### src/hw/atp_defines.svh
// register map, field positions, reset values and widths of the absent-pulse timer slice
`ifndef ATP_DEFINES_SVH
`define ATP_DEFINES_SVH

`define ATP_ADDR_W          8
`define ATP_DATA_W          32

`define ATP_OFF_DELAY_HIGH  8'h00
`define ATP_OFF_DELAY_LOW   8'h04
`define ATP_OFF_CYCLE_HIGH  8'h08
`define ATP_OFF_CYCLE_LOW   8'h0C
`define ATP_OFF_IRQ_STATUS  8'h10
`define ATP_OFF_IRQ_MASK    8'h14

`define ATP_DELAY_W         16
`define ATP_CYCLE_W         15
`define ATP_EVENT_W         3

`define ATP_EV_PERIOD_BIT   0
`define ATP_EV_MISSING_BIT  1
`define ATP_EV_OVERFLOW_BIT 2

`define ATP_DELAY_RESET     16'h0000
`define ATP_CYCLE_RESET     15'h0000
`define ATP_MASK_RESET      3'h0

`endif

### src/hw/atp_pkg.sv
// types shared by the absent-pulse timer slice
package atp_pkg;
    typedef logic [7:0] atp_byte_t;

    typedef enum {
        ATP_IDLE,
        ATP_ARMED,
        ATP_VALID
    } atp_meas_state_t;
endpackage

### src/hw/atp_timer.sv
// absent-pulse delay and measured-cycle registers of the angular timer, Wishbone classic slave
`include "atp_defines.svh"

// What this block does
// - The absent-pulse delay is a 16-bit two's-complement value written as a high byte and a low byte.
// - The missing-pulse output goes valid once running count minus latched cycle length reaches the delay.
// - A high-byte write waits in a buffer and loads together with the next low-byte write.
// - The measured cycle length is a read-only 15-bit value, upper seven bits high, lower eight bits low.
module atp_timer #(
    parameter int ADDR_W  = `ATP_ADDR_W,
    parameter int DELAY_W = `ATP_DELAY_W,
    parameter int CYCLE_W = `ATP_CYCLE_W
) (
    input  wire logic                     clk_i,
    input  wire logic                     rst_i,
    input  wire logic                     ce_i,
    input  wire logic                     wb_cyc_i,
    input  wire logic                     wb_stb_i,
    input  wire logic                     wb_we_i,
    input  wire logic [ADDR_W-1:0]        wb_adr_i,
    input  wire logic [3:0]               wb_sel_i,
    input  wire logic [`ATP_DATA_W-1:0]   wb_dat_i,
    output logic      [`ATP_DATA_W-1:0]   wb_dat_o,
    output logic                          wb_ack_o,
    input  wire logic                     pulse_i,
    output logic                          pulse_missing_o,
    output logic                          irq_o
);
    import atp_pkg::*;

    // bus decode
    wire logic                     bus_req   = wb_cyc_i & wb_stb_i;
    wire logic                     req_first = bus_req & ~wb_ack_o;
    wire logic                     req_done  = bus_req & wb_ack_o;
    wire logic                     lane0     = wb_sel_i[0];
    wire logic [ADDR_W-3:0]        word_adr  = wb_adr_i[ADDR_W-1:2];

    wire logic hit_dly_hi = (word_adr == (ADDR_W-2)'(`ATP_OFF_DELAY_HIGH >> 2));
    wire logic hit_dly_lo = (word_adr == (ADDR_W-2)'(`ATP_OFF_DELAY_LOW >> 2));
    wire logic hit_cyc_hi = (word_adr == (ADDR_W-2)'(`ATP_OFF_CYCLE_HIGH >> 2));
    wire logic hit_cyc_lo = (word_adr == (ADDR_W-2)'(`ATP_OFF_CYCLE_LOW >> 2));
    wire logic hit_status = (word_adr == (ADDR_W-2)'(`ATP_OFF_IRQ_STATUS >> 2));
    wire logic hit_mask   = (word_adr == (ADDR_W-2)'(`ATP_OFF_IRQ_MASK >> 2));

    // writes take effect at the edge where the master sees ack
    wire logic wr_commit  = req_done & wb_we_i & lane0;
    wire logic wr_dly_hi  = wr_commit & hit_dly_hi;
    wire logic wr_dly_lo  = wr_commit & hit_dly_lo;
    wire logic wr_mask    = wr_commit & hit_mask;
    wire logic rd_status  = req_done & ~wb_we_i & hit_status;

    // delay registers
    atp_byte_t                 dly_hi_buf_q;
    logic      [DELAY_W-1:0]   delay_q;
    atp_byte_t                 wr_byte;

    assign wr_byte = wb_dat_i[7:0];

    always_ff @(posedge clk_i) begin
        if (rst_i) begin
            dly_hi_buf_q <= atp_byte_t'(`ATP_DELAY_RESET >> 8);
            delay_q      <= `ATP_DELAY_RESET;
        end else if (ce_i) begin
            if (wr_dly_hi) begin
                dly_hi_buf_q <= wr_byte;
            end
            if (wr_dly_lo) begin
                delay_q <= {dly_hi_buf_q, wr_byte};
            end
        end
    end

    // input edge and measurement state
    logic                      pulse_prev_q;
    atp_meas_state_t           meas_state_q;
    atp_meas_state_t           meas_state_d;
    wire logic                 pulse_edge = pulse_i & ~pulse_prev_q;

    always_ff @(posedge clk_i) begin
        if (rst_i) begin
            pulse_prev_q <= 1'b0;
            meas_state_q <= ATP_IDLE;
        end else if (ce_i) begin
            pulse_prev_q <= pulse_i;
            meas_state_q <= meas_state_d;
        end
    end

    // first edge only starts a measurement, the second one gives a length
    always_comb begin
        meas_state_d = meas_state_q;
        case (meas_state_q)
            ATP_IDLE: begin
                if (pulse_edge) begin
                    meas_state_d = ATP_ARMED;
                end
            end
            ATP_ARMED: begin
                if (pulse_edge) begin
                    meas_state_d = ATP_VALID;
                end
            end
            ATP_VALID: begin
                meas_state_d = ATP_VALID;
            end
            default: begin
                meas_state_d = ATP_IDLE;
            end
        endcase
    end

    // period counter
    logic [CYCLE_W-1:0] run_count;
    logic               run_wrapped;

    atp_cycle_counter #(
        .W(CYCLE_W)
    ) u_counter (
        .clk_i     (clk_i),
        .rst_i     (rst_i),
        .ce_i      (ce_i),
        .restart_i (pulse_edge),
        .count_o   (run_count),
        .wrapped_o (run_wrapped)
    );

    // latched cycle length
    logic [CYCLE_W-1:0] cycle_q;
    logic               cycle_ovf_q;
    wire logic          latch_cycle = pulse_edge & (meas_state_q != ATP_IDLE);

    always_ff @(posedge clk_i) begin
        if (rst_i) begin
            cycle_q     <= `ATP_CYCLE_RESET;
            cycle_ovf_q <= 1'b0;
        end else if (ce_i && latch_cycle) begin
            cycle_q     <= run_count;
            cycle_ovf_q <= run_wrapped;
        end
    end

    // signed distance from the last cycle length; a wrapped count is always late
    wire logic [DELAY_W-1:0] cnt_ext   = {{(DELAY_W-CYCLE_W){1'b0}}, run_count};
    wire logic [DELAY_W-1:0] cyc_ext   = {{(DELAY_W-CYCLE_W){1'b0}}, cycle_q};
    wire logic [DELAY_W-1:0] distance  = cnt_ext - cyc_ext;
    wire logic               reached   = ($signed(distance) >= $signed(delay_q)) | run_wrapped;
    wire logic               miss_cond = (meas_state_q == ATP_VALID) & ~pulse_edge & reached;

    always_ff @(posedge clk_i) begin
        if (rst_i) begin
            pulse_missing_o <= 1'b0;
        end else if (ce_i) begin
            pulse_missing_o <= miss_cond;
        end
    end

    // interrupt status, cleared by reading it; only bits actually returned are cleared
    logic [`ATP_EVENT_W-1:0] status_q;
    logic [`ATP_EVENT_W-1:0] mask_q;
    logic [`ATP_EVENT_W-1:0] events;
    wire logic [`ATP_EVENT_W-1:0] rd_clear = rd_status ? wb_dat_o[`ATP_EVENT_W-1:0] : '0;

    always_comb begin
        events = '0;
        events[`ATP_EV_PERIOD_BIT]   = latch_cycle;
        events[`ATP_EV_MISSING_BIT]  = miss_cond & ~pulse_missing_o;
        events[`ATP_EV_OVERFLOW_BIT] = latch_cycle & run_wrapped;
    end

    always_ff @(posedge clk_i) begin
        if (rst_i) begin
            status_q <= '0;
            mask_q   <= `ATP_MASK_RESET;
            irq_o    <= 1'b0;
        end else if (ce_i) begin
            status_q <= (status_q & ~rd_clear) | events;
            if (wr_mask) begin
                mask_q <= wb_dat_i[`ATP_EVENT_W-1:0];
            end
            irq_o <= |(((status_q & ~rd_clear) | events) & (wr_mask ? wb_dat_i[`ATP_EVENT_W-1:0] : mask_q));
        end
    end

    // read mux; data is captured at the same edge that raises ack so it stands while ack is high
    atp_byte_t rd_byte;

    always_comb begin
        rd_byte = 8'h00;
        if (hit_dly_hi) begin
            rd_byte = delay_q[15:8];
        end else if (hit_dly_lo) begin
            rd_byte = delay_q[7:0];
        end else if (hit_cyc_hi) begin
            rd_byte = {cycle_ovf_q, cycle_q[14:8]};
        end else if (hit_cyc_lo) begin
            rd_byte = cycle_q[7:0];
        end else if (hit_status) begin
            rd_byte = {{(8-`ATP_EVENT_W){1'b0}}, status_q};
        end else if (hit_mask) begin
            rd_byte = {{(8-`ATP_EVENT_W){1'b0}}, mask_q};
        end
    end

    always_ff @(posedge clk_i) begin
        if (rst_i) begin
            wb_ack_o <= 1'b0;
            wb_dat_o <= '0;
        end else if (ce_i) begin
            wb_ack_o <= req_first;
            if (req_first) begin
                wb_dat_o <= {24'h000000, rd_byte};
            end
        end
    end

    // checks
    property p_delay_pair_load;
        @(posedge clk_i) disable iff (rst_i)
        (ce_i && wr_dly_lo) |=> (delay_q == {$past(dly_hi_buf_q), $past(wr_byte)});
    endproperty
    a_delay_pair_load: assert property (p_delay_pair_load) else $error("delay not loaded as buffered pair");

    property p_high_held;
        @(posedge clk_i) disable iff (rst_i)
        (ce_i && wr_dly_hi && !wr_dly_lo) |=> (delay_q == $past(delay_q)) && (dly_hi_buf_q == $past(wr_byte));
    endproperty
    a_high_held: assert property (p_high_held) else $error("high byte write reached delay early");

    property p_missing_follows;
        @(posedge clk_i) disable iff (rst_i)
        ce_i |=> (pulse_missing_o == $past(miss_cond)) || !$past(ce_i);
    endproperty
    a_missing_follows: assert property (p_missing_follows) else $error("missing output wrong");

    property p_missing_needs_delay;
        @(posedge clk_i) disable iff (rst_i)
        (ce_i && pulse_missing_o && !$past(pulse_missing_o) && $past(ce_i))
            |-> ($past(run_wrapped) || ($signed($past(distance)) >= $signed($past(delay_q))));
    endproperty
    a_missing_needs_delay: assert property (p_missing_needs_delay) else $error("missing before delay");

    property p_cycle_latch;
        @(posedge clk_i) disable iff (rst_i)
        (ce_i && latch_cycle) |=> (cycle_q == $past(run_count));
    endproperty
    a_cycle_latch: assert property (p_cycle_latch) else $error("cycle length not latched");

    property p_overflow_flag;
        @(posedge clk_i) disable iff (rst_i)
        (ce_i && latch_cycle) |=> (cycle_ovf_q == $past(run_wrapped))
            && (!$past(run_wrapped) || status_q[`ATP_EV_OVERFLOW_BIT]);
    endproperty
    a_overflow_flag: assert property (p_overflow_flag) else $error("overflow flag wrong");

    property p_ack_single;
        @(posedge clk_i) disable iff (rst_i)
        (ce_i && wb_ack_o) |=> !wb_ack_o;
    endproperty
    a_ack_single: assert property (p_ack_single) else $error("ack held longer than one cycle");

    property p_ack_answers;
        @(posedge clk_i) disable iff (rst_i)
        (ce_i && req_first) |=> wb_ack_o;
    endproperty
    a_ack_answers: assert property (p_ack_answers) else $error("request not acknowledged");

    property p_read_upper_zero;
        @(posedge clk_i) disable iff (rst_i)
        wb_ack_o |-> (wb_dat_o[`ATP_DATA_W-1:8] == '0);
    endproperty
    a_read_upper_zero: assert property (p_read_upper_zero) else $error("read data upper bits not zero");

    property p_delay_only_on_low;
        @(posedge clk_i) disable iff (rst_i)
        (ce_i && !wr_dly_lo) |=> (delay_q == $past(delay_q));
    endproperty
    a_delay_only_on_low: assert property (p_delay_only_on_low) else $error("delay changed without low write");

    property p_cycle_read_only;
        @(posedge clk_i) disable iff (rst_i)
        (ce_i && !latch_cycle) |=> (cycle_q == $past(cycle_q)) && (cycle_ovf_q == $past(cycle_ovf_q));
    endproperty
    a_cycle_read_only: assert property (p_cycle_read_only) else $error("cycle length changed off an edge");

    property p_missing_drops_on_edge;
        @(posedge clk_i) disable iff (rst_i)
        (ce_i && pulse_edge) |=> !pulse_missing_o;
    endproperty
    a_missing_drops_on_edge: assert property (p_missing_drops_on_edge) else $error("missing kept after edge");

    property p_irq_level;
        @(posedge clk_i) disable iff (rst_i)
        ce_i |=> (irq_o == |(status_q & mask_q));
    endproperty
    a_irq_level: assert property (p_irq_level) else $error("irq does not follow masked status");

    property p_period_set_wins;
        @(posedge clk_i) disable iff (rst_i)
        (ce_i && latch_cycle) |=> status_q[`ATP_EV_PERIOD_BIT];
    endproperty
    a_period_set_wins: assert property (p_period_set_wins) else $error("period event lost");

    property p_enable_freezes;
        @(posedge clk_i) disable iff (rst_i)
        !ce_i |=> (run_count == $past(run_count)) && (wb_ack_o == $past(wb_ack_o))
            && (pulse_missing_o == $past(pulse_missing_o)) && (meas_state_q == $past(meas_state_q));
    endproperty
    a_enable_freezes: assert property (p_enable_freezes) else $error("state moved with enable low");
endmodule

### src/hw/atp_cycle_counter.sv
// free-running cycle counter with restart and sticky wrap flag
module atp_cycle_counter #(
    parameter int W = 15
) (
    input  wire logic         clk_i,
    input  wire logic         rst_i,
    input  wire logic         ce_i,
    input  wire logic         restart_i,
    output logic      [W-1:0] count_o,
    output logic              wrapped_o
);
    import atp_pkg::*;

    wire logic at_top = &count_o;

    always_ff @(posedge clk_i) begin
        if (rst_i) begin
            count_o   <= '0;
            wrapped_o <= 1'b0;
        end else if (ce_i) begin
            if (restart_i) begin
                count_o   <= '0;
                wrapped_o <= 1'b0;
            end else begin
                count_o   <= count_o + 1'b1;
                wrapped_o <= wrapped_o | at_top;
            end
        end
    end
endmodule

### config.mk
export PLATFORM = sky130hd
export DESIGN_NAME = atp_timer
export DESIGN_NICKNAME = d
export VERILOG_FILES = /design/src/hw/atp_pkg.sv /design/src/hw/atp_timer.sv /design/src/hw/atp_cycle_counter.sv
export VERILOG_INCLUDE_DIRS = /design/src /design/src/hw
export SDC_FILE = /design/constraint.sdc
export NUM_CORES = 1
export LEC_CHECK = 0
export ABC_CLOCK_PERIOD_IN_PS = 9800
export BUFFER_PORTS_ARGS = -buffer_cell sky130_fd_sc_hd__buf_2
export CORE_MARGIN = 5
export CORE_UTILIZATION = 40
export DETAILED_ROUTE_END_ITERATION = 6
export PLACE_DENSITY_LB_ADDON = 0.1
export SKIP_LAST_GASP = 1
export SLEW_MARGIN = 20
export SYNTH_ARGS = -nofsm -noshare
export SYNTH_HDL_FRONTEND = slang
export SYNTH_SLANG_ARGS = --single-unit
export TNS_END_PERCENT = 100
### constraint.sdc
create_clock -name clk_i -period 9.8 [get_ports clk_i]
set_input_delay 2.94 -clock clk_i [delete_from_list [all_inputs] [get_ports clk_i]]
set_output_delay 2.94 -clock clk_i [all_outputs]
set_load 0.005 [all_outputs]
# ---- Word level (Yosys, flattened, before mapping)
# Index checks and enable logic that the tools add are counted.
dict set report op_classes {
  add_sub_neg 2
  mul 0
  div 0
  n_lt_le_gt_ge 1
  eq_ne 10
  n_shift 0
  muxes 13
  bitwise_logic 27
  n_reduce_logical 10
}
# operator count
set op_table {}
lappend op_table {{case mux 32 bit (3 select lines)} 1}
lappend op_table {{two-way mux 32 bit} 2}
lappend op_table {{equality test 32 x 1 -> 1 bit, second input constant} 1}
lappend op_table {{equality test 32 x 2 -> 1 bit, second input constant} 1}
lappend op_table {{equality test 32 x 3 -> 1 bit, second input constant} 1}
lappend op_table {{logical NOT 32 bit} 1}
lappend op_table {{two-way mux 8 bit} 4}
lappend op_table {{nonzero test 32 bit} 1}
lappend op_table {{bitwise AND 1 bit} 16}
lappend op_table {{>= comparator 16 bit} 1}
lappend op_table {{subtractor 15 x 15 -> 16 bit} 1}
lappend op_table {{adder 15 x 1 -> 15 bit, second input constant} 1}
lappend op_table {{two-way mux 15 bit} 1}
lappend op_table {{AND reduction 15 bit} 1}
lappend op_table {{equality test 6 x 2 -> 1 bit, second input constant} 2}
lappend op_table {{equality test 6 x 3 -> 1 bit, second input constant} 2}
lappend op_table {{two-way mux 3 bit} 4}
lappend op_table {{bitwise AND 3 bit} 2}
lappend op_table {{equality test 6 x 1 -> 1 bit, second input constant} 1}
lappend op_table {{logical NOT 6 bit} 1}
lappend op_table {{AND reduction 2 bit} 3}
lappend op_table {{NOT 1 bit} 5}
lappend op_table {{!= test 2 bit, second input constant} 2}
lappend op_table {{NOT 3 bit} 1}
lappend op_table {{6 further kinds} 7}
dict set report totals {
  ff_bits 106
  latchBits 0
  ramBits 0
  mem_bits_ro 0
  in_bits 51
  out_inout_bits 35
  wordCells 77
  mem_count 0
}

# ---- Longest topological paths before layout
dict set report logic_depth {
  depth_word 10
  depth_mapped 16
  depth_no_buf 16
}

# ---- Hierarchy
# A second synthesis with hierarchy kept.
dict set report hier_totals {
  hier_cells 560
  hier_area_um2 4673.2
}
# mod instances cells_per_inst area_each_um2 seq_area_each_um2
set modules_own_cells {}
lappend modules_own_cells {atp_timer 1 475 3916.3 1201.2}
lappend modules_own_cells {atp_cycle_counter 1 85 757.0 320.3}

# ---- Worst setup path after synthesis
# Ideal clock, no wire load.
dict set report synth_path {
  kind {input port to flip-flop}
  startpoint {input wb_adr_i[5]}
  endpoint {register delay_q[10]}
  setup_ps 128
  arrival_time_ps 4765
  required_time_ps 9672
  path_slack_ps 4908
  cell_stages 6
  path_buffers 2
  cell_sequence {or4_2 > buf_2 > nor3_2 > buf_4 > mux2i_1 > nor2_1}
}
dict set report synth_between {
  elab_chain_len 3
}
# item line_no
set synth_lines {}
lappend synth_lines {{from (decl)} atp_timer.sv:20} ;# input wire logic [ADDR_W-1:0] wb_adr_i,
lappend synth_lines {{equality test 6 x 1 -> 1 bit} atp_timer.sv:39} ;# wire logic hit_dly_lo = (word_adr == (ADDR_W-2)'(`ATP_OFF_DELAY_LOW >> 2));
lappend synth_lines {{bitwise AND 1 bit} atp_timer.sv:48} ;# wire logic wr_dly_lo = wr_commit & hit_dly_lo;
lappend synth_lines {{AND reduction 2 bit (no source line)} --}
lappend synth_lines {{to (signal assigned)} atp_timer.sv:62} ;# delay_q <= `ATP_DELAY_RESET;
lappend synth_lines {{to (signal assigned)} atp_timer.sv:68} ;# delay_q <= {dly_hi_buf_q, wr_byte};
lappend synth_lines {{to (decl)} atp_timer.sv:54} ;# logic [DELAY_W-1:0] delay_q;
# Every way passes these cells.
# A chain may end at the register's enable or synchronous reset.

# ---- Worst setup path after layout
dict set report layout_path {
  startpoint {input wb_adr_i[5]}
  endpoint {register dly_hi_buf_q[5]}
}
dict set report layout_between {
  elab_chain_len 3
}
# item line_no
set layout_lines {}
lappend layout_lines {{logical NOT 6 bit} atp_timer.sv:38} ;# wire logic hit_dly_hi = (word_adr == (ADDR_W-2)'(`ATP_OFF_DELAY_HIGH >> 2));
lappend layout_lines {{bitwise AND 1 bit} atp_timer.sv:47} ;# wire logic wr_dly_hi = wr_commit & hit_dly_hi;
lappend layout_lines {{AND reduction 2 bit (no source line)} --}
lappend layout_lines {{to (signal assigned)} atp_timer.sv:61} ;# dly_hi_buf_q <= atp_byte_t'(`ATP_DELAY_RESET >> 8);
lappend layout_lines {{to (signal assigned)} atp_timer.sv:65} ;# dly_hi_buf_q <= wr_byte;
lappend layout_lines {{to (decl)} atp_timer.sv:53} ;# atp_byte_t dly_hi_buf_q;
# Every way passes these cells.

==> results.sh <==
export IMPL_syn_to_final_growth_pct=10.0
export IMPL_critPathArrivalTime_ns=5.09
export IMPL_setup_tns_ns=0
export IMPL_start_kind="input pin"
export IMPL_synth_cell_types=61
export IMPL_grt_pass1_vias=3851
export IMPL_vias_per_cell=5.30
export IMPL_portBuffers=32
export IMPL_synth_avg_cell_area_um2=8.07
export IMPL_track_usage_pct=17.2
export IMPL_crit_path_max_incr_delay_ns=0.84
export IMPL_netlist_area_leader_share_pct=32.6
export IMPL_synth_edff_count=0
export IMPL_start_util_pct=40.9
export IMPL_fmax_mhz=205
export IMPL_fin_crit_sh_pct=49.9
export IMPL_cp_required_ns=10.01
export IMPL_pwr_share_comb_pct=10.4
export IMPL_antenna_found_initial=0
export IMPL_power_leakage_nw=2.04
export IMPL_drive_gt1_share_pct=9.88
export IMPL_intPower_uw=517
export IMPL_rsz0062_at_grt="no"
export IMPL_coreArea_um2=11400
export IMPL_drc=0
export IMPL_grt_pass1_wl_um=19600
export IMPL_async_flop_share_pct=0
export IMPL_path_cells="buf_2 -> or4_2 -> or3_1 -> or2_2 -> mux2i_1 -> nor2_1"
export IMPL_ys_flop_type="dfxtp_1"
export IMPL_die_h_um=118
export IMPL_tightest_slew_ns=0.871
export IMPL_clock_sinks=76
export IMPL_root_buffer="clkbuf_16"
export IMPL_hold_buffers=0
export IMPL_numCtsBuffers=9
export IMPL_synth_seq_area_share_pct=32.6
export IMPL_ant_nets=0
export IMPL_worstSetupEndpointType="register"
export IMPL_worstSetupPathType="in -> reg"
export IMPL_fillerInstances=1164
export IMPL_yosysMostFrequentCell="dfxtp_1"
export IMPL_dp_final_hpwl_um=8910
export IMPL_yosys_warnings=0
export IMPL_finClkSkew_ns=0.00933
export IMPL_critPathMaxFanout=11
export IMPL_syn_inst=579
export IMPL_synth_common_cells="76 x dfxtp_1, 73 x nor2_1, 61 x nand2_1, 49 x a21oi_1, 41 x inv_1"
export IMPL_power_frac_clock_pct=44.5
export IMPL_drt_pre_antenna_iters=7
export IMPL_dieArea_um2=13900
export IMPL_switching_share_pct=26.3
export IMPL_row_count=39
export IMPL_num_vias=3974
export IMPL_powerDensity_nw_per_um2=137
export IMPL_grt_overflow=0
export IMPL_holdWs_ns=0.451
export IMPL_place_congestion=0.883
export IMPL_setup_viol=0
export IMPL_maxSlewHeadroom_pct=41.5
export IMPL_clock_latency_ns=0.34
export IMPL_die_width_um=118
export IMPL_clock_path_buffers=2
export IMPL_cts_tree="yes"
export IMPL_maxCapViolCount=0
export IMPL_ctsResizeCount=0
export IMPL_num_antenna_cells=0
export IMPL_wl_per_cell_um=15.8
export IMPL_drv_slew=0
export IMPL_p_sw_uw=185
export IMPL_hold_viol=0
export IMPL_post_cts_setup_buffer_count=0
export IMPL_status="completed"
export IMPL_hold_class="reg -> reg"
export IMPL_drt_iter0_markers=218
export IMPL_p_seq_share_pct=45.0
export IMPL_synth_ff_latch_count=76
export IMPL_cp_slowest_cell="or4_2"
export IMPL_wirelength_um=11900
export IMPL_pin_count=86
export IMPL_period_minus_slack_ns=4.89
export IMPL_synthTopCellsByArea="dfxtp_1 33%, ha_1 9.4%, mux2i_1 7.7%"
export IMPL_clkTransAtPathRegs_ns=0.06
export IMPL_grt_max_degree=60
export IMPL_yosys_area_top_type="dfxtp_1"
export IMPL_htreeDepth=3
export IMPL_syn_area_um2=4670
export IMPL_fin_nets=689
export IMPL_ir_drop_mv=0.0746
[worst max-delay path: cells and delay by family]
family	cells	cell delay, ns
simple gates	4	1.83
mux	1	0.21
buf+inv	1	0.11
[area by class of cell]
cell class | instances | area [um2] | share of cell area [%]
clock buffer | 10 | 239 | 4.65
tap | 143 | 179 | 3.48
clock inverter | 6 | 38.8 | 0.755
timing repair buffer | 34 | 175 | 3.41
inverter | 42 | 158 | 3.07
sequential | 76 | 1520 | 29.6
multi-input combinational | 439 | 2830 | 55.0
[final timing paths]
kind | from | slack, ns | to | cells past startpoint
max | wb_adr_i[5] | 4.91 | dly_hi_buf_q[5] | 6
min | cycle_ovf_q | 0.45 | cycle_ovf_q | 2
max reg2reg | u_counter.count_o[0] | 5.38 | status_q[1] | 16
min reg2reg | cycle_ovf_q | 0.45 | cycle_ovf_q | 2
[cell families after synthesis]
family	after synthesis	synth area share, %
fa+ha+maj	36	9.80
compound gates	120	16.5
other cells	1	0.0803
mux	37	7.95
buf+inv	87	9.05
flops	76	32.6
xor+xnor	22	4.12
simple gates	200	20.0
[sequential cells by signal, indices dropped and copies added, names as in the netlist]
signal and flops:
dly_hi_buf_q 8, pulse_missing_o 1, status_q 3, u_counter.count_o 15, meas_state_q 2, irq_o 1
u_counter.wrapped_o 1, wb_dat_o 8, wb_ack_o 1, cycle_ovf_q 1, pulse_prev_q 1, mask_q 3
delay_q 16, cycle_q 15
[stage by stage]
step	power [mW]	area (um2)	util, %	worst slack [ns]	cells
floorplan	0.379	4760	-	4.91	602
global placement	0.393	4850	42.5	4.59	734
detailed placement	0.394	4860	42.5	4.55	734
CTS	0.711	5130	45.0	4.92	750
global route	0.731	5140	45.0	4.78	750
finish	0.702	5140	45.0	4.91	750
[power by group through the flow]
stage | clock network (mW) | logic (mW) | registers [mW]
CTS | 0.323 | 0.0720 | 0.316
global route | 0.332 | 0.0829 | 0.316
global placement | 0 | 0.0701 | 0.323
finish | 0.313 | 0.0733 | 0.316
floorplan | 0 | 0.0571 | 0.322
detailed placement | 0 | 0.0716 | 0.323
[placed cells by master (no fill, tap or decap), drive strengths merged, types with 4 or more instances in the layout]
| cell | Yosys | final |
|---|---|---|
| xor2 | 9 | 9 |
| xnor2 | 13 | 13 |
| ha | 35 | 35 |
| nor4 | 4 | 4 |
| conb | 1 | 24 |
| dfxtp | 76 | 76 |
| clkbuf | 18 | 10 |
| a221oi | 5 | 5 |
| o21ai | 18 | 18 |
| nor2 | 73 | 73 |
| mux2i | 36 | 36 |
| inv | 41 | 42 |
| nand2 | 61 | 61 |
| a21oi | 49 | 49 |
| nand2b | 5 | 5 |
| a22oi | 4 | 4 |
| o21a | 4 | 4 |
| nor3 | 7 | 7 |
| a211oi | 6 | 6 |
| clkinv | 1 | 4 |
| nand3 | 16 | 16 |
| nand4 | 9 | 9 |
| o211ai | 5 | 5 |
| nor2b | 5 | 5 |
| or3 | 4 | 4 |
| buf | 27 | 34 |
[routing by layer]
layer	global-route usage (%)	part of all wire [%]	wire length [um]
met1	22.8	48	5720
met2	27.8	47	5520
met3	3.36	3.7	442
met4	5.88	1.5	178
met5	0	0	0
No activity file was read; power rests on OpenSTA's default activity.
